File: src/logic/uied_defines.svh
`ifndef UIED_DEFINES_SVH
`define UIED_DEFINES_SVH

// descriptor window for endpoints 1 to 3: base + 8 * n + offset
`define UIED_EDB_PAGE 11'h7fa
`define UIED_OFF_CFG 3'h0
`define UIED_OFF_BAX 3'h1
`define UIED_OFF_CTX 3'h2
`define UIED_OFF_BAY 3'h5
`define UIED_OFF_CTY 3'h6
`define UIED_OFF_SIZ 3'h7

// endpoint-0 and interrupt registers
`define UIED_IN0_CFG 16'hff80
`define UIED_IN0_CNT 16'hff81
`define UIED_OUT0_CFG 16'hff82
`define UIED_OUT0_CNT 16'hff83
`define UIED_IRQ_STAT 16'hff84
`define UIED_IRQ_CLR 16'hff85
`define UIED_IRQ_EN 16'hff86

// hardwired endpoint-0 buffers
`define UIED_EP0_IN_BUF 16'hfef8
`define UIED_EP0_OUT_BUF 16'hfef0

// bit positions shared by all configuration registers; NAK is bit 7 of the count registers
`define UIED_BIT_MANAGER_USE_ENABLE 7
`define UIED_BIT_TOGGLE 5
`define UIED_BIT_DOUBLE_BUFFER_ENABLE 4
`define UIED_BIT_STALL 3
`define UIED_BIT_COMPLETION_IRQ_ENABLE 2
`define UIED_BIT_NAK 7

// write masks and reset values
`define UIED_EP0_CFG_WMASK 8'h8c
`define UIED_EPN_CFG_WMASK 8'hbc
`define UIED_SIZE_MASK 8'h7f
`define UIED_EP0_CNT_MASK 8'h8f
`define UIED_EP0_CNT_RST 8'h80
`define UIED_REG_RST 8'h00
`define UIED_EP0_MAX_CNT 4'h8
`define UIED_BASE_PAD 3'h0

`endif

File: src/logic/uied_pkg.sv
package uied_pkg;

  typedef enum logic [1:0] {
    UIED_RSP_NONE,
    UIED_RSP_DATA,
    UIED_RSP_NAK,
    UIED_RSP_STALL
  } uied_rsp_e;

  typedef logic [7:0] uied_byte_t;

endpackage

File: src/logic/uied_top.sv
// Behaviour
// - X buffer start address is programmed field as bits 10:3, low bits zero.
// - Y buffer start address is formed the same way from its own field.
// - transactions start at the base and never alter the base field.
// - byte count is the low seven bits, 0 to 64; bit 7 excluded.
// - bit 7 of a count register is NAK; set means empty, host is NAKed.
// - one seven-bit size serves X and Y; bit 7 reads zero.
// - endpoint 0 uses four dedicated configuration and count registers.
// - endpoint 0 buffers are fixed at fef8h (in) and fef0h (out).
// - endpoint 0 registers decode at ff80h, ff81h, ff82h and ff83h.
// - endpoint 0 configuration bits sit where endpoints 1 to 3 have them.
// - bit 2 enables a completion interrupt; clear gives none; resets 0.
// - stall bit 3 answers STALL; on endpoint 0 it clears on the next setup.
// - bit 5 shows endpoint 0 data toggle, read only, resets 0.
// - buffer manager serves endpoint 0 only while bit 7 is set.
// - with double buffering the toggle picks X or Y, else X only.
//
// The strobed register port was decided locally.
`timescale 1ns/1ps
`include "uied_defines.svh"

module uied_top
  import uied_pkg::*;
(
  // clock and reset
  input wire logic clock,
  input wire logic rst,
  // register port
  input wire logic [15:0] reg_addr,
  input wire logic [7:0] reg_wdata,
  input wire logic reg_wr,
  input wire logic reg_rd,
  output logic [7:0] reg_rdata,
  // buffer manager side
  input wire logic in_token,
  input wire logic [1:0] in_ep,
  input wire logic in_ack,
  input wire logic [1:0] ack_ep,
  input wire logic setup_rcvd,
  // answer to an in token
  output logic resp_valid,
  output uied_rsp_e resp_kind,
  output logic [15:0] resp_addr,
  output logic [6:0] resp_count,
  output logic resp_toggle,
  // interrupt
  output logic irq
);

  localparam int NUM_EP = 4;

  logic [7:0] cfg_q [NUM_EP];
  logic [7:0] bax_q [NUM_EP];
  logic [7:0] bay_q [NUM_EP];
  logic [7:0] ctx_q [NUM_EP];
  logic [7:0] cty_q [NUM_EP];
  logic [7:0] siz_q [NUM_EP];
  logic [7:0] out0_cfg_q;
  logic [7:0] out0_cnt_q;
  logic [3:0] stat_q;
  logic [3:0] irq_en_q;
  logic [7:0] rdata_q;
  logic resp_valid_q;
  uied_rsp_e resp_kind_q;
  logic [15:0] resp_addr_q;
  logic [6:0] resp_count_q;
  logic resp_toggle_q;
  logic irq_q;

  uied_rsp_e ep_kind [NUM_EP];
  logic [15:0] ep_addr [NUM_EP];
  logic [6:0] ep_count [NUM_EP];
  logic [NUM_EP-1:0] ep_use_y;
  logic [NUM_EP-1:0] done;
  logic [NUM_EP-1:0] completion_irq_enable;

  // address decode
  wire logic desc_page = reg_addr[15:5] == `UIED_EDB_PAGE;
  wire logic [1:0] desc_ep = reg_addr[4:3];
  wire logic [2:0] desc_off = reg_addr[2:0];
  wire logic desc_hit = desc_page && desc_ep != 2'h0;
  wire logic hit_in0_cfg = reg_addr == `UIED_IN0_CFG;
  wire logic hit_in0_cnt = reg_addr == `UIED_IN0_CNT;
  wire logic hit_out0_cfg = reg_addr == `UIED_OUT0_CFG;
  wire logic hit_out0_cnt = reg_addr == `UIED_OUT0_CNT;
  wire logic hit_stat = reg_addr == `UIED_IRQ_STAT;
  wire logic hit_clr = reg_addr == `UIED_IRQ_CLR;
  wire logic hit_en = reg_addr == `UIED_IRQ_EN;

  wire logic wr_out0_cfg = reg_wr && hit_out0_cfg;
  wire logic wr_out0_cnt = reg_wr && hit_out0_cnt;
  wire logic wr_clr = reg_wr && hit_clr;
  wire logic wr_en = reg_wr && hit_en;

  genvar i;
  generate
    for (i = 0; i < NUM_EP; i++) begin : g_ep
      wire logic sel = desc_hit && desc_ep == 2'(i);
      wire logic is_ep0 = i == 0;
      wire logic wr_cfg = reg_wr && (is_ep0 ? hit_in0_cfg :
        sel && desc_off == `UIED_OFF_CFG);
      wire logic wr_ctx = reg_wr && (is_ep0 ? hit_in0_cnt :
        sel && desc_off == `UIED_OFF_CTX);
      wire logic wr_bax = reg_wr && sel && desc_off == `UIED_OFF_BAX;
      wire logic wr_bay = reg_wr && sel && desc_off == `UIED_OFF_BAY;
      wire logic wr_cty = reg_wr && sel && desc_off == `UIED_OFF_CTY;
      wire logic wr_siz = reg_wr && sel && desc_off == `UIED_OFF_SIZ;
      // endpoint 0 exposes only manager_use_enable, stall and completion_irq_enable to software
      wire logic [7:0] cfg_mask = is_ep0 ? `UIED_EP0_CFG_WMASK :
        `UIED_EPN_CFG_WMASK;
      wire logic [7:0] ctx_mask = is_ep0 ? `UIED_EP0_CNT_MASK : 8'hff;
      wire logic stall_clr = is_ep0 && setup_rcvd;

      assign done[i] = in_ack && ack_ep == 2'(i) &&
        cfg_q[i][`UIED_BIT_MANAGER_USE_ENABLE];
      assign completion_irq_enable[i] = cfg_q[i][`UIED_BIT_COMPLETION_IRQ_ENABLE];

      logic [7:0] cfg_wr_d;
      logic [7:0] cfg_d;
      logic [7:0] ctx_d;
      logic [7:0] cty_d;

      // software fields from the write; toggle is written by software on endpoints 1 to 3, kept by hardware on endpoint 0
      assign cfg_wr_d = wr_cfg ?
        ((reg_wdata & cfg_mask) |
        (cfg_q[i] & ~cfg_mask)) : cfg_q[i];
      always_comb begin
        cfg_d = cfg_wr_d;
        if (stall_clr && !wr_cfg) begin
          cfg_d[`UIED_BIT_STALL] = 1'b0;
        end
        if (done[i]) begin
          cfg_d[`UIED_BIT_TOGGLE] = !cfg_q[i][`UIED_BIT_TOGGLE];
        end
      end

      // completion marks the used buffer empty, overriding a write
      always_comb begin
        ctx_d = wr_ctx ? (reg_wdata & ctx_mask) : ctx_q[i];
        cty_d = wr_cty ? reg_wdata : cty_q[i];
        if (done[i] && !ep_use_y[i]) begin
          ctx_d[`UIED_BIT_NAK] = 1'b1;
        end
        if (done[i] && ep_use_y[i]) begin
          cty_d[`UIED_BIT_NAK] = 1'b1;
        end
      end

      always_ff @(posedge clock) begin
        if (rst) begin
          cfg_q[i] <= `UIED_REG_RST;
          ctx_q[i] <= is_ep0 ? `UIED_EP0_CNT_RST : `UIED_REG_RST;
          cty_q[i] <= `UIED_REG_RST;
        end else begin
          cfg_q[i] <= cfg_d;
          ctx_q[i] <= ctx_d;
          cty_q[i] <= cty_d;
        end
      end

      // base fields change only by software writes
      always_ff @(posedge clock) begin
        if (rst) begin
          bax_q[i] <= `UIED_REG_RST;
          bay_q[i] <= `UIED_REG_RST;
          siz_q[i] <= `UIED_REG_RST;
        end else begin
          if (wr_bax) begin
            bax_q[i] <= reg_wdata;
          end
          if (wr_bay) begin
            bay_q[i] <= reg_wdata;
          end
          if (wr_siz) begin
            siz_q[i] <= reg_wdata & `UIED_SIZE_MASK;
          end
        end
      end

      uied_ep_resolve u_resolve (
        .is_ep0(is_ep0),
        .cfg(cfg_q[i]),
        .bax(bax_q[i]),
        .bay(bay_q[i]),
        .ctx(ctx_q[i]),
        .cty(cty_q[i]),
        .kind(ep_kind[i]),
        .addr(ep_addr[i]),
        .count(ep_count[i]),
        .use_y(ep_use_y[i])
      );
    end
  endgenerate

  // endpoint 0 out registers: storage and setup stall clear only
  wire logic [7:0] out0_cfg_w = (reg_wdata & `UIED_EP0_CFG_WMASK) |
    (out0_cfg_q & ~`UIED_EP0_CFG_WMASK);
  wire logic [7:0] out0_cfg_d = wr_out0_cfg ? out0_cfg_w :
    setup_rcvd ? (out0_cfg_q & ~(8'h01 << `UIED_BIT_STALL)) :
    out0_cfg_q;
  wire logic [7:0] out0_cnt_d = wr_out0_cnt ?
    (reg_wdata & `UIED_EP0_CNT_MASK) : out0_cnt_q;

  always_ff @(posedge clock) begin
    if (rst) begin
      out0_cfg_q <= `UIED_REG_RST;
      out0_cnt_q <= `UIED_EP0_CNT_RST;
    end else begin
      out0_cfg_q <= out0_cfg_d;
      out0_cnt_q <= out0_cnt_d;
    end
  end

  // completion events only where the endpoint enables them
  wire logic [3:0] stat_set = done & completion_irq_enable;
  wire logic [3:0] stat_clr = wr_clr ? reg_wdata[3:0] : 4'h0;
  wire logic [3:0] stat_d = (stat_q & ~stat_clr) | stat_set;
  wire logic [3:0] irq_en_d = wr_en ? reg_wdata[3:0] : irq_en_q;
  wire logic irq_d = |(stat_d & irq_en_d);

  always_ff @(posedge clock) begin
    if (rst) begin
      stat_q <= 4'h0;
      irq_en_q <= 4'h0;
      irq_q <= 1'b0;
    end else begin
      stat_q <= stat_d;
      irq_en_q <= irq_en_d;
      irq_q <= irq_d;
    end
  end

  // read selection
  wire logic [7:0] desc_rd =
    desc_off == `UIED_OFF_CFG ? cfg_q[desc_ep] :
    desc_off == `UIED_OFF_BAX ? bax_q[desc_ep] :
    desc_off == `UIED_OFF_CTX ? ctx_q[desc_ep] :
    desc_off == `UIED_OFF_BAY ? bay_q[desc_ep] :
    desc_off == `UIED_OFF_CTY ? cty_q[desc_ep] :
    desc_off == `UIED_OFF_SIZ ? siz_q[desc_ep] : 8'h00;
  wire logic [7:0] rd_val =
    desc_hit ? desc_rd :
    hit_in0_cfg ? cfg_q[0] :
    hit_in0_cnt ? ctx_q[0] :
    hit_out0_cfg ? out0_cfg_q :
    hit_out0_cnt ? out0_cnt_q :
    hit_stat ? {4'h0, stat_q} :
    hit_en ? {4'h0, irq_en_q} : 8'h00;

  always_ff @(posedge clock) begin
    if (rst) begin
      rdata_q <= 8'h00;
    end else begin
      rdata_q <= reg_rd ? rd_val : 8'h00;
    end
  end

  // answer to an in token, one cycle after it
  always_ff @(posedge clock) begin
    if (rst) begin
      resp_valid_q <= 1'b0;
      resp_kind_q <= UIED_RSP_NONE;
      resp_addr_q <= 16'h0000;
      resp_count_q <= 7'h00;
      resp_toggle_q <= 1'b0;
    end else begin
      resp_valid_q <= in_token;
      if (in_token) begin
        resp_kind_q <= ep_kind[in_ep];
        resp_addr_q <= ep_addr[in_ep];
        resp_count_q <= ep_count[in_ep];
        resp_toggle_q <= cfg_q[in_ep][`UIED_BIT_TOGGLE];
      end
    end
  end

  assign reg_rdata = rdata_q;
  assign resp_valid = resp_valid_q;
  assign resp_kind = resp_kind_q;
  assign resp_addr = resp_addr_q;
  assign resp_count = resp_count_q;
  assign resp_toggle = resp_toggle_q;
  assign irq = irq_q;

endmodule

File: src/logic/uied_ep_resolve.sv
`timescale 1ns/1ps
`include "uied_defines.svh"

module uied_ep_resolve
  import uied_pkg::*;
(
  // descriptor contents
  input wire logic is_ep0,
  input wire logic [7:0] cfg,
  input wire logic [7:0] bax,
  input wire logic [7:0] bay,
  input wire logic [7:0] ctx,
  input wire logic [7:0] cty,
  // resolved answer
  output uied_rsp_e kind,
  output logic [15:0] addr,
  output logic [6:0] count,
  output logic use_y
);

  wire logic manager_use_enable = cfg[`UIED_BIT_MANAGER_USE_ENABLE];
  wire logic stall = cfg[`UIED_BIT_STALL];
  wire logic toggle = cfg[`UIED_BIT_TOGGLE];
  wire logic double_buffer_enable = cfg[`UIED_BIT_DOUBLE_BUFFER_ENABLE];

  // buffer chosen by toggle only when double buffered
  assign use_y = !is_ep0 && double_buffer_enable && toggle;

  wire logic [7:0] cnt_reg = use_y ? cty : ctx;
  wire logic nak = cnt_reg[`UIED_BIT_NAK];

  // base field is address bits 10 to 3, low three bits zero
  wire logic [10:0] x_addr = {bax, `UIED_BASE_PAD};
  wire logic [10:0] y_addr = {bay, `UIED_BASE_PAD};
  wire logic [10:0] buf_addr = use_y ? y_addr : x_addr;

  // endpoint 0 counts above eight act as eight
  wire logic [3:0] ep0_cnt = (ctx[3:0] > `UIED_EP0_MAX_CNT) ?
    `UIED_EP0_MAX_CNT : ctx[3:0];

  assign addr = is_ep0 ? `UIED_EP0_IN_BUF : {5'h00, buf_addr};
  assign count = is_ep0 ? {3'h0, ep0_cnt} : cnt_reg[6:0];

  assign kind = !manager_use_enable ? UIED_RSP_NONE :
    stall ? UIED_RSP_STALL :
    nak ? UIED_RSP_NAK : UIED_RSP_DATA;

endmodule

File: config.mk
export PLATFORM = sky130hd
export DESIGN_NAME = uied_top
export DESIGN_NICKNAME = d
export VERILOG_FILES = /design/src/logic/uied_pkg.sv /design/src/logic/uied_top.sv /design/src/logic/uied_ep_resolve.sv
export VERILOG_INCLUDE_DIRS = /design/src /design/src/logic
export SDC_FILE = /design/constraint.sdc
export NUM_CORES = 1
export LEC_CHECK = 0
export BUFFER_PORTS_ARGS = -buffer_cell sky130_fd_sc_hd__buf_2
export CORE_ASPECT_RATIO = 1.2
export CORE_MARGIN = 1.5
export CORE_UTILIZATION = 45
export DETAILED_ROUTE_END_ITERATION = 6
export GPL_TIMING_DRIVEN = 0
export PLACE_DENSITY = 0.67
export RECOVER_POWER = 100
export SLEW_MARGIN = 0
export SYNTH_ARGS = -nofsm -noshare
export SYNTH_HDL_FRONTEND = slang
export SYNTH_SLANG_ARGS = --single-unit
File: constraint.sdc
create_clock -name clock -period 2.1 [get_ports clock]
set_input_delay 0.105 -clock clock [delete_from_list [all_inputs] [get_ports clock]]
set_output_delay 0.105 -clock clock [all_outputs]
set_load 0.01 [all_outputs]
==> results.txt, run 1 <==
router iterations before antenna repair - 5
Worst IR Drop VDD - 493 uV
Yosys warning total - 0
Clock Latency Late Sink - 0.53 ns
Rel. slew slack - 0.186
pin count of the biggest net entering global routing - 17
CP Class - in -> reg
WP data required - 2.54 ns
Clock Skew - 0.0118 ns
final worst path period need - 2.07 ns
die area - 25400 um2
Peak Freq - 484 MHz
share of the synthesized area in the top cell type - 0.273
status - complete, no violations
total congestion overflow - 0
die height - 174 um
TritonCTS Buffers - 23
number of synthesized register bits - 217
Seq pwr share - 0.477
min setup slack post-route - 0.0330 ns
Rows - 62
post-synthesis sequential area ratio - 0.485
CP max-delay cell - nor4_2
Hold WC Path Type - in -> reg
Setup crit end kind - flop
leading area contributor after synthesis - edfxtp_1
detailed router's first-iteration violation count - 1036
Cell Pwr Density - 766 nW/um2
Distinct cells, synth - 73
Final nets - 1211
Clk Tree Root Cell - clkbuf_16
sw frac - 0.245
# port buffers - 57
hold depth - 3
share of flip-flops with an asynchronous set or reset - 0
I/O pin count - 71
CTS max path bufs - 3
Lkg Pwr - 0.00465 uW
RSZ-0062 raised after global routing - yes
Synth Instances - 1061
DRT antenna net count - 0
post-route clock period utilization - 0.984
Total GRT Usage - 0.313
critical path cell sequence - buf_2 -> nor2_1 -> or3b_1 -> buf_2 -> nor4_2 -> nor3_1 -> nor3_1
final setup TNS - 0 ns
Remaining DRCs - 0
Finished Core Util - 0.529
Initial Utilization - 0.459
crit path DAT - 2.51 ns
Worst Path Max Fanout - 8
Tot Pwr - 9710 uW
number of global-route vias before repair - 8899
CTS tree - done
Cell Area, Synth - 11000 um2
Max Slew Vio Count - 0
Max stage delay on crit path - 1.04 ns
clock sink count - 217
worst-margin pin slew - 1.21 ns
syn_area_per_cell - 10.4 um2
Worst setup SP type - primary input
Synth-to-Final Area Change - 15.1%
Final Hold Viols - 0
post-CTS setup buffer count - 0
max_cap viols - 0
Clk pwr share - 0.437
DP Worst Slack - -0.802 ns
H-tree Lvls - 1
Placer Congestion - 1.03
Total Wirelength - 39900 um
layout cell share with drive strength beyond 1 - 0.161
post-DR wirelength/cell - 26.4 um
Comb pwr share - 0.086
Reg clk slew, reported paths - 0.06 ns
Area contributors post-synth - edfxtp_1 27%, dfxtp_1 21%, mux4_2 8.8%, nand2_1 4.6%, and2_1 4.2%
FF-to-FF path depth - 6
Via Count - 9363
first-pass GRT wire length - 58400 um
Via density - 6.19
Antenna Diode Count - 0
die width - 146 um
internal power - 7330 uW
number of synthesized flops with an enable pin - 100
Final Setup Violations - 0
Psw - 2380 uW
ys flop type - dfxtp_1
initial antenna violation count - 0
dpl hpwl - 28800 um
Floorplan Core Area - 24000 um2
Min Hold Slack - 0.00794 ns
power groups by stage:
stage / Sequential (uW) / Clock, uW / Combinational (uW)
2_1_floorplan: 4690 / 0 / 472
3_3_place_gp: 4710 / 0 / 791
3_5_place_dp: 4720 / 0 / 796
4_1_cts: 4620 / 4240 / 809
5_1_grt: 4630 / 4410 / 866
6_report: 4630 / 4250 / 834
cells by family (layout without fill, tap and decap cells):
kind of cell              Yosys count  in the layout  synth area share
muxes                             102            102             0.144
other                               1             34          0.000341
and+or+nand+nor                   437            437             0.207
DFF                               217            217             0.485
xor gates and xnor gates            1              1          0.000796
buffers and inverters             100            198            0.0407
AOI/OAI and AO/OA                 203            203             0.122
stage by stage:
step,area (um2),instances
2_1_floorplan,11100,1094
3_3_place_gp,11800,1471
3_5_place_dp,11800,1471
4_1_cts,12700,1513
5_1_grt,12700,1512
6_report,12700,1512
placed cells by master, fill, tap and decap left out, drive strengths merged, types with 6 or more instances in the layout:
cell         instances
a21oi               75
a31oi               14
dlygate4sd3          6
conb                34
nand2              136
and2                74
clkbuf             121
nand4               16
nor3                26
nor4                 8
inv                  6
a21boi               6
buf                 53
o21ai               17
nand2b              17
a22oi                6
o21bai              12
o221ai               9
nand4b               6
o211ai               6
clkinv               8
dfxtp              117
nand3               15
nor2                85
edfxtp             100
and3                19
a211oi              21
mux4                43
nor2b               14
mux2i               41
mux2                18
what timing repair did:
action	4_1_cts	5_1_grt
setup endpoints to repair	66	90
endpoints found under the hold margin	18	0
gates resized for setup	12	17
hold buffers	6	0
metal layers:
metal / GRT usage / vias to the layer above / part of all wire
li1: - / 4086 / -
met1: 0.385 / 4598 / 0.38
met2: 0.517 / 575 / 0.48
met3: 0.0577 / 104 / 0.093
met4: 0.176 / 0 / 0.056
met5: 0 / - / 0
critical path: cells and delay by family:
kind / cells / cell delay [ns]
and+or+nand+nor: 5 / 1.95
buffers and inverters: 2 / 0.44
registers in the layout, indices dropped and copies added (netlist names), 2 cells and up:
signal	count
ctx_q	29
out0_cfg_q	3
bay_q	32
bax_q	32
irq_en_q	4
cfg_q	19
stat_q	4
resp_count	7
cty_q	32
siz_q	28
resp_addr	9
reg_rdata	8
resp_kind	2
out0_cnt_q	5
cell usage after synthesis (all sizes together) (9+ instances only):
master,instances
o21bai,12
dfxtp,117
buf,29
a211oi,21
and2,74
a21oi,75
o221ai,9
nand2b,17
mux4,43
a31oi,14
nor2,85
clkbuf,65
nor3,26
nand3,15
nand4,16
o21ai,17
mux2,18
mux2i,41
edfxtp,100
and3,19
nand2,136
nor2b,14
path summary, 6_finish.rpt:
check,from,endpoint,slack (ns)
min,in_token,resp_addr[6]$_SDFFE_PP0P_,0.008
min reg2reg,resp_kind[0]$_SDFFE_PP0P_,resp_kind[0]$_SDFFE_PP0P_,0.48
max reg2reg,cfg_q[2][5]$_SDFFE_PP0P_,resp_addr[4]$_SDFFE_PP0P_,0.04
max,reg_addr[4],cty_q[1][7]$_SDFF_PP0_,0.03
layout make-up:
cell class                      count  area, um2
Buffer                             88        402
Sequential cell                   217       5350
Clock inverter                     12        140
Tap cell                          320        400
Clock buffer                       29        631
Fill cell                        2187      11300
Timing Repair Buffer               63        309
Inverter                            6       22.5
Multi-Input combinational cell    777       5420
Power figures use the tool's default switching activity.
==> run 2: changes to the inputs <==
Settings changed: CORE_MARGIN 1.5 to unset, SETUP_SLACK_MARGIN set to 0.3.
==> run 2 against run 1 <==
  * Clock skew is 0.0035 ns lower
  * Global-route usage is 0.65 points higher
  * Sequential power hardly changed
  * Clock power is 4% lower
  * Wire length is 0.51% lower
  * Register-to-register slack better by 0.19 ns
  * Final cell count is 2.1% higher
  * Sequential share of layout area is 1.1 points lower
==> results.txt, run 2 (synthesis gave the netlist of run 1 again) <==
Via Count - 9503 (was 9363)
total congestion overflow - 0 (unchanged)
DRT antenna net count - 0 (unchanged)
min setup slack post-route - 0.159 ns (was 0.0330 ns)
Initial Utilization - 0.459 (unchanged)
Total GRT Usage - 0.319 (was 0.313)
CP top delay family - buffers and inverters (was simple AND/OR/NAND/NOR gates)
Tot Pwr - 9550 uW (was 9710 uW)
initial antenna violation count - 0 (unchanged)
CTS max path bufs - 3 (unchanged)
Clock Skew - 0.00831 ns (was 0.0118 ns)
Rel. slew slack - 0.366 (was 0.186)
clock sink count - 217 (unchanged)
worst r2r dst - irq$_SDFF_PP0_ (was resp_addr[4]$_SDFFE_PP0P_)
die area - 25100 um2 (was 25400 um2)
Setup crit end kind - flop (unchanged)
Worst IR Drop VDD - 516 uV (was 493 uV)
Seq pwr share - 0.485 (was 0.477)
WP data required - 2.26 ns (was 2.54 ns)
Largest regs - bax_q x32, bay_q x32, cty_q x32 (unchanged)
crit path DAT - 2.10 ns (was 2.51 ns)
critical path cell sequence - clkbuf_1 -> clkbuf_2 -> clkbuf_1 -> clkbuf_2 -> o21bai_2 (was buf_2 -> nor2_1 -> or3b_1 -> buf_2 -> nor4_2 -> nor3_1 -> nor3_1)
max_cap viols - 0 (unchanged)
CP max-delay cell - clkbuf_1 (was nor4_2)
layout cell share with drive strength beyond 1 - 0.186 (was 0.161)
# port buffers - 57 (unchanged)
Hold WC Path Type - in -> reg (unchanged)
Via density - 6.16 (was 6.19)
die height - 173 um (was 174 um)
crit path capture - bax_q[2][7]$_SDFFCE_PN0P_ (was cty_q[1][7]$_SDFF_PP0_)
Remaining DRCs - 0 (unchanged)
commonest non-fill, non-tap cell in the layout - nand2_1 (unchanged)
Antenna Diode Count - 0 (unchanged)
FF-to-FF path depth - 5 (was 6)
Placed Area - 11800 um2 (about the same)
first-pass GRT wire length - 57400 um (was 58400 um)
Clk pwr share - 0.427 (was 0.437)
Worst setup SP type - primary input (unchanged)
final worst path period need - 1.94 ns (was 2.07 ns)
Floorplan Core Area - 24000 um2 (unchanged)
detailed router's first-iteration violation count - 998 (was 1036)
die width - 145 um (was 146 um)
internal power - 7200 uW (was 7330 uW)
Cell Pwr Density - 735 nW/um2 (was 766 nW/um2)
Peak Freq - 515 MHz (was 484 MHz)
Psw - 2350 uW (was 2380 uW)
Critical Path Start - rst (was reg_addr[4])
Reg clk slew, reported paths - 0.06 ns (about the same)
hold depth - 3 (unchanged)
I/O pin count - 71 (unchanged)
dpl hpwl - 28500 um (was 28800 um)
Max stage delay on crit path - 0.49 ns (was 1.04 ns)
post-DR wirelength/cell - 25.7 um (was 26.4 um)
number of global-route vias before repair - 9036 (was 8899)
buffer and inverter count on the worst path - 4 (was 2)
Comb pwr share - 0.088 (was 0.086)
H-tree Lvls - 1 (unchanged)
pin count of the biggest net entering global routing - 14 (was 17)
CTS tree - done (unchanged)
Worst Path Max Fanout - 10 (was 8)
Clock Latency Late Sink - 0.53 ns (about the same)
post-route cell area - 13000 um2 (was 12700 um2)
TritonCTS Buffers - 24 (was 23)
Synth-to-Final Area Change - 18.1% (was 15.1%)
status - complete, no violations (unchanged)
Total Wirelength - 39700 um (was 39900 um)
Lkg Pwr - 0.00476 uW (was 0.00465 uW)
min-delay src - in_token (unchanged)
CP Class - in -> reg (unchanged)
Crit path depth - 5 (was 7)
Final Setup Violations - 0 (unchanged)
reg-to-reg startpoint - cfg_q[0][7]$_SDFFE_PP0P_ (was cfg_q[2][5]$_SDFFE_PP0P_)
DP Worst Slack - -0.720 ns (was -0.802 ns)
Max Slew Vio Count - 0 (unchanged)
Placer Congestion - 1.05 (was 1.03)
most frequent cells in the layout - 132 x nand2_1, 114 x dfxtp_1, 100 x edfxtp_1, 91 x clkbuf_1, 84 x nor2_1 (was 133 x nand2_1, 115 x dfxtp_1, 100 x edfxtp_1, 89 x clkbuf_1, 85 x nor2_1)
router iterations before antenna repair - 6 (was 5)
post-route clock period utilization - 0.924 (was 0.984)
worst-margin pin slew - 0.950 ns (was 1.21 ns)
Clk Tree Root Cell - clkbuf_16 (unchanged)
RSZ-0062 raised after global routing - yes (unchanged)
sw frac - 0.246 (was 0.245)
r2r setup slk - 0.23 ns (was 0.04 ns)
Rows - 62 (unchanged)
Final nets - 1240 (was 1211)
Min Hold Slack - 0.00567 ns (was 0.00794 ns)
Final Hold Viols - 0 (unchanged)
run 2: worst min path at each step:
stage,slack (ns),end
floorplan,0.25,ctx_q[1][5]$_SDFFE_PP0P_
global placement,0.41,out0_cfg_q[3]$_SDFFE_PP0P_
detailed placement,0.41,cfg_q[0][3]$_SDFFE_PP0P_
CTS,0.002,resp_addr[4]$_SDFFE_PP0P_
global route,0.05,resp_addr[3]$_SDFFE_PP0P_
finish,0.006,resp_addr[4]$_SDFFE_PP0P_
run 2: layer usage:
| metal | global-route usage | vias to the layer above | part of all wire | wire length, um |
|---|---|---|---|---|
| li1 | - | 4132 | - | - |
| met1 | 0.397 | 4550 | 0.36 | 14300 |
| met2 | 0.518 | 647 | 0.47 | 18700 |
| met3 | 0.0547 | 174 | 0.10 | 3970 |
| met4 | 0.188 | 0 | 0.069 | 2720 |
| met5 | 0 | - | 0 | 0 |
run 2: power by group through the flow:
stage / clock, uW / sequential [uW] / combinational, uW
floorplan: 0 / 4690 / 473
global placement: 0 / 4710 / 789
detailed placement: 0 / 4720 / 792
CTS: 4090 / 4630 / 830
global route: 4260 / 4640 / 884
finish: 4080 / 4630 / 842
run 2: timing repair:
item                                   CTS  global route
gates resized for setup                 60            43
endpoints found under the hold margin   17             0
hold buffers                             6             0
gates cloned                             0             0
pin swaps                                7            14
setup endpoints to repair              148           148
buffers inserted                         8            14
run 2: worst register-to-register path, delay by kind of cell, from the launching register on:
family	cells	cell delay, ns
and+or+nand+nor	2	0.74
AOI/OAI and AO/OA	3	0.67
DFF	1	0.40
run 2: layout make-up:
class	count	area, um2
fillers	2106	11000
multi-input cells	777	5520
flip-flops and latches	217	5350
clock buffers	31	668
plain buffers	94	500
repair buffers	85	453
well taps	320	400
clock inverters	13	90.1
inverters	6	22.5
run 2: stage by stage:
step	instances	utilization	TNS [ns]
floorplan	1094	-	0
global placement	1471	0.493	-68.44
detailed placement	1471	0.493	-68.55
CTS	1529	0.540	0
global route	1543	0.542	0
finish	1543	0.542	0
==> run 3: changes to the inputs <==
Clock period 2.1 ns to 2.4 ns, I/O delays scaled along.
==> run 3 against run 2 <==
  * Wire length down 0.76%
  * Sequential cell count unchanged
  * Final cell count fell by 1.6%
  * Sequential share of layout area rose by 1.5 points
  * Combinational power decreased by 15%
  * Die area unchanged
  * Register-to-register slack got worse by 0.03 ns
  * Via count fell by 2.1%
  * Clock power down 20%
==> results.txt, run 3 (synthesis gave the netlist of run 1 again) <==
Total Wirelength - 39400 um (was 39700 um)
crit path DAT - 2.58 ns (was 2.10 ns)
final std cells w/o fill - 1518 (was 1543)
CTS tree - done (unchanged)
Placer Congestion - 1.03 (was 1.05)
WP data required - 2.75 ns (was 2.26 ns)
min setup slack post-route - 0.162 ns (was 0.159 ns)
I/O pin count - 71 (unchanged)
Clock Skew - 0.0145 ns (was 0.00831 ns)
min-delay src - in_token (unchanged)
CP top delay family - buffers and inverters (unchanged)
commonest non-fill, non-tap cell in the layout - nand2_1 (unchanged)
Total GRT Usage - 0.320 (was 0.319)
worst-margin pin slew - 1.20 ns (was 0.950 ns)
Max stage delay on crit path - 0.56 ns (was 0.49 ns)
die height - 173 um (unchanged)
Remaining DRCs - 0 (unchanged)
Peak Freq - 447 MHz
Tot Pwr - 8040 uW (was 9550 uW)
Synth-to-Final Area Change - 13.9% (was 18.1%)
Antenna Diode Count - 0 (unchanged)
hold depth - 3 (unchanged)
worst r2r dst - resp_addr[6]$_SDFFE_PP0P_ (was irq$_SDFF_PP0_)
post-DR wirelength/cell - 25.9 um (was 25.7 um)
first-pass GRT wire length - 57600 um (was 57400 um)
max_cap viols - 0 (unchanged)
Worst IR Drop VDD - 460 uV (was 516 uV)
Rel. slew slack - 0.195 (was 0.366)
CTS max path bufs - 3 (unchanged)
Cell Pwr Density - 641 nW/um2 (was 735 nW/um2)
register area - 5350 um2 (about the same)
RSZ-0062 raised after global routing - yes (unchanged)
Lkg Pwr - 0.00457 uW (was 0.00476 uW)
router iterations before antenna repair - 5 (was 6)
post-route clock period utilization - 0.933
Reg clk slew, reported paths - 0.06 ns (about the same)
CP Class - in -> reg (unchanged)
initial antenna violation count - 1 (was 0)
buffer and inverter count on the worst path - 4 (unchanged)
# port buffers - 57 (unchanged)
Via density - 6.13 (was 6.16)
status - complete, no violations (unchanged)
Hold WC Path Type - in -> reg (unchanged)
total congestion overflow - 0 (unchanged)
CP max-delay cell - a2111oi_1 (was clkbuf_1)
most frequent cells in the layout - 134 x nand2_1, 117 x dfxtp_1, 100 x edfxtp_1, 93 x clkbuf_1, 85 x nor2_1 (was 132 x nand2_1, 114 x dfxtp_1, 100 x edfxtp_1, 91 x clkbuf_1, 84 x nor2_1)
Clk Tree Root Cell - clkbuf_16 (unchanged)
r2r setup slk - 0.20 ns (was 0.23 ns)
Placed Area - 11800 um2 (about the same)
Setup crit end kind - flop (unchanged)
Worst Hold Endpoint - resp_addr[5]$_SDFFE_PP0P_ (was resp_addr[4]$_SDFFE_PP0P_)
Max Slew Vio Count - 0 (unchanged)
die width - 145 um (unchanged)
die area - 25100 um2 (unchanged)
placed cell count - 1471 (unchanged)
FF-to-FF path depth - 7 (was 5)
Floorplan Core Area - 24000 um2 (unchanged)
DRT antenna net count - 0 (unchanged)
reg-to-reg startpoint - cfg_q[3][5]$_SDFFE_PP0P_ (was cfg_q[0][7]$_SDFFE_PP0P_)
Rows - 62 (unchanged)
most used cell, CP - clkbuf_2
Initial Utilization - 0.459 (unchanged)
post-CTS setup buffer count - 0 (was 8)
fillers - 2160 (was 2106)
Worst Path Max Fanout - 10 (unchanged)
Largest regs - bax_q x32, bay_q x32, cty_q x32 (unchanged)
Clock Latency Late Sink - 0.52 ns (was 0.53 ns)
final worst path period need - 2.24 ns
Finished Core Util - 0.523 (was 0.542)
post-route cell area - 12500 um2 (was 13000 um2)
number of global-route vias before repair - 8924 (was 9036)
Worst setup SP type - primary input (unchanged)
dpl hpwl - 28600 um (was 28500 um)
pin count of the biggest net entering global routing - 15 (was 14)
clock sink count - 217 (unchanged)
DP Worst Slack - -0.507 ns (was -0.720 ns)
detailed router's first-iteration violation count - 1001 (was 998)
Final Setup Violations - 0 (unchanged)
TritonCTS Buffers - 23 (was 24)
H-tree Lvls - 1 (unchanged)
Final nets - 1217 (was 1240)
multi-input combinational cell area - 5360 um2 (was 5520 um2)
Via Count - 9304 (was 9503)
layout cell share with drive strength beyond 1 - 0.154 (was 0.186)
critical path cell sequence - buf_2 -> buf_4 -> clkbuf_2 -> clkbuf_2 -> a22oi_1 -> o21ai_0 -> nand2_1 -> a2111oi_1 (was clkbuf_1 -> clkbuf_2 -> clkbuf_1 -> clkbuf_2 -> o21bai_2)
Final Hold Viols - 0 (unchanged)
run 3: changes by cell type in the layout (fill, tap and decap cells not counted), sizes merged:
cell      before  now
buf           64   46
clkbuf       140  133
clkinvlp       3    0
clkinv         9   11
inv            6    8
bufinv         1    0
run 3: power by group:
part           switching, uW  total [uW]  internal, uW
combinational            478         717           239
sequential              62.3        4050          3990
clock                   1490        3270          1790
total                   2030        8040          6020
run 3: stage by stage:
| step | TNS (ns) | hold slack, ns |
|---|---|---|
| after floorplan | 0 | 0.260 |
| after global placement | -22.55 | 0.419 |
| after detailed placement | -25.13 | 0.420 |
| after CTS | 0 | 0.0307 |
| after global routing | 0 | 0.0728 |
| final | 0 | 0.0281 |
run 3: timing repair:
action | 4_1_cts | 5_1_grt
setup endpoints to repair | 70 | 94
hold buffers | 6 | 0
endpoints found under the hold margin | 17 | 0
gates resized for setup | 18 | 18
run 3: per-layer routing:
metal | share of wire | GRT usage | routed length (um)
met5 | 0 | 0 | 0
met4 | 0.070 | 0.202 | 2740
met3 | 0.083 | 0.0464 | 3270
met2 | 0.48 | 0.517 | 18800
met1 | 0.37 | 0.400 | 14600
run 3: layout make-up:
cell class              count  area share
inverters                   6     0.00180
plain buffers              94      0.0347
multi-input cells         777       0.428
well taps                 320      0.0319
repair buffers             63      0.0245
clock buffers              28      0.0482
flip-flops and latches    217       0.426
clock inverters            13     0.00519
run 3: worst max-delay path by stage:
stage,slack [ns],cells after the start,from,end
after CTS,0.22,6,reg_addr[3],bax_q[3][1]$_SDFFCE_PN0P_
after floorplan,0.47,6,reg_addr[0],bax_q[1][0]$_SDFFCE_PN0P_
final,0.16,8,reg_addr[4],reg_rdata[4]$_SDFF_PP0_
after detailed placement,-0.51,6,reg_addr[4],bax_q[2][1]$_SDFFCE_PN0P_
after global placement,-0.48,6,reg_addr[4],bax_q[2][6]$_SDFFCE_PN0P_
after global routing,0.08,6,reg_addr[0],bax_q[2][1]$_SDFFCE_PN0P_
run 3: tightest hold or removal path, stage by stage:
cell and delay (ns):
clkbuf_1 0.18, nand2b_1 0.14, a21oi_1 0.06
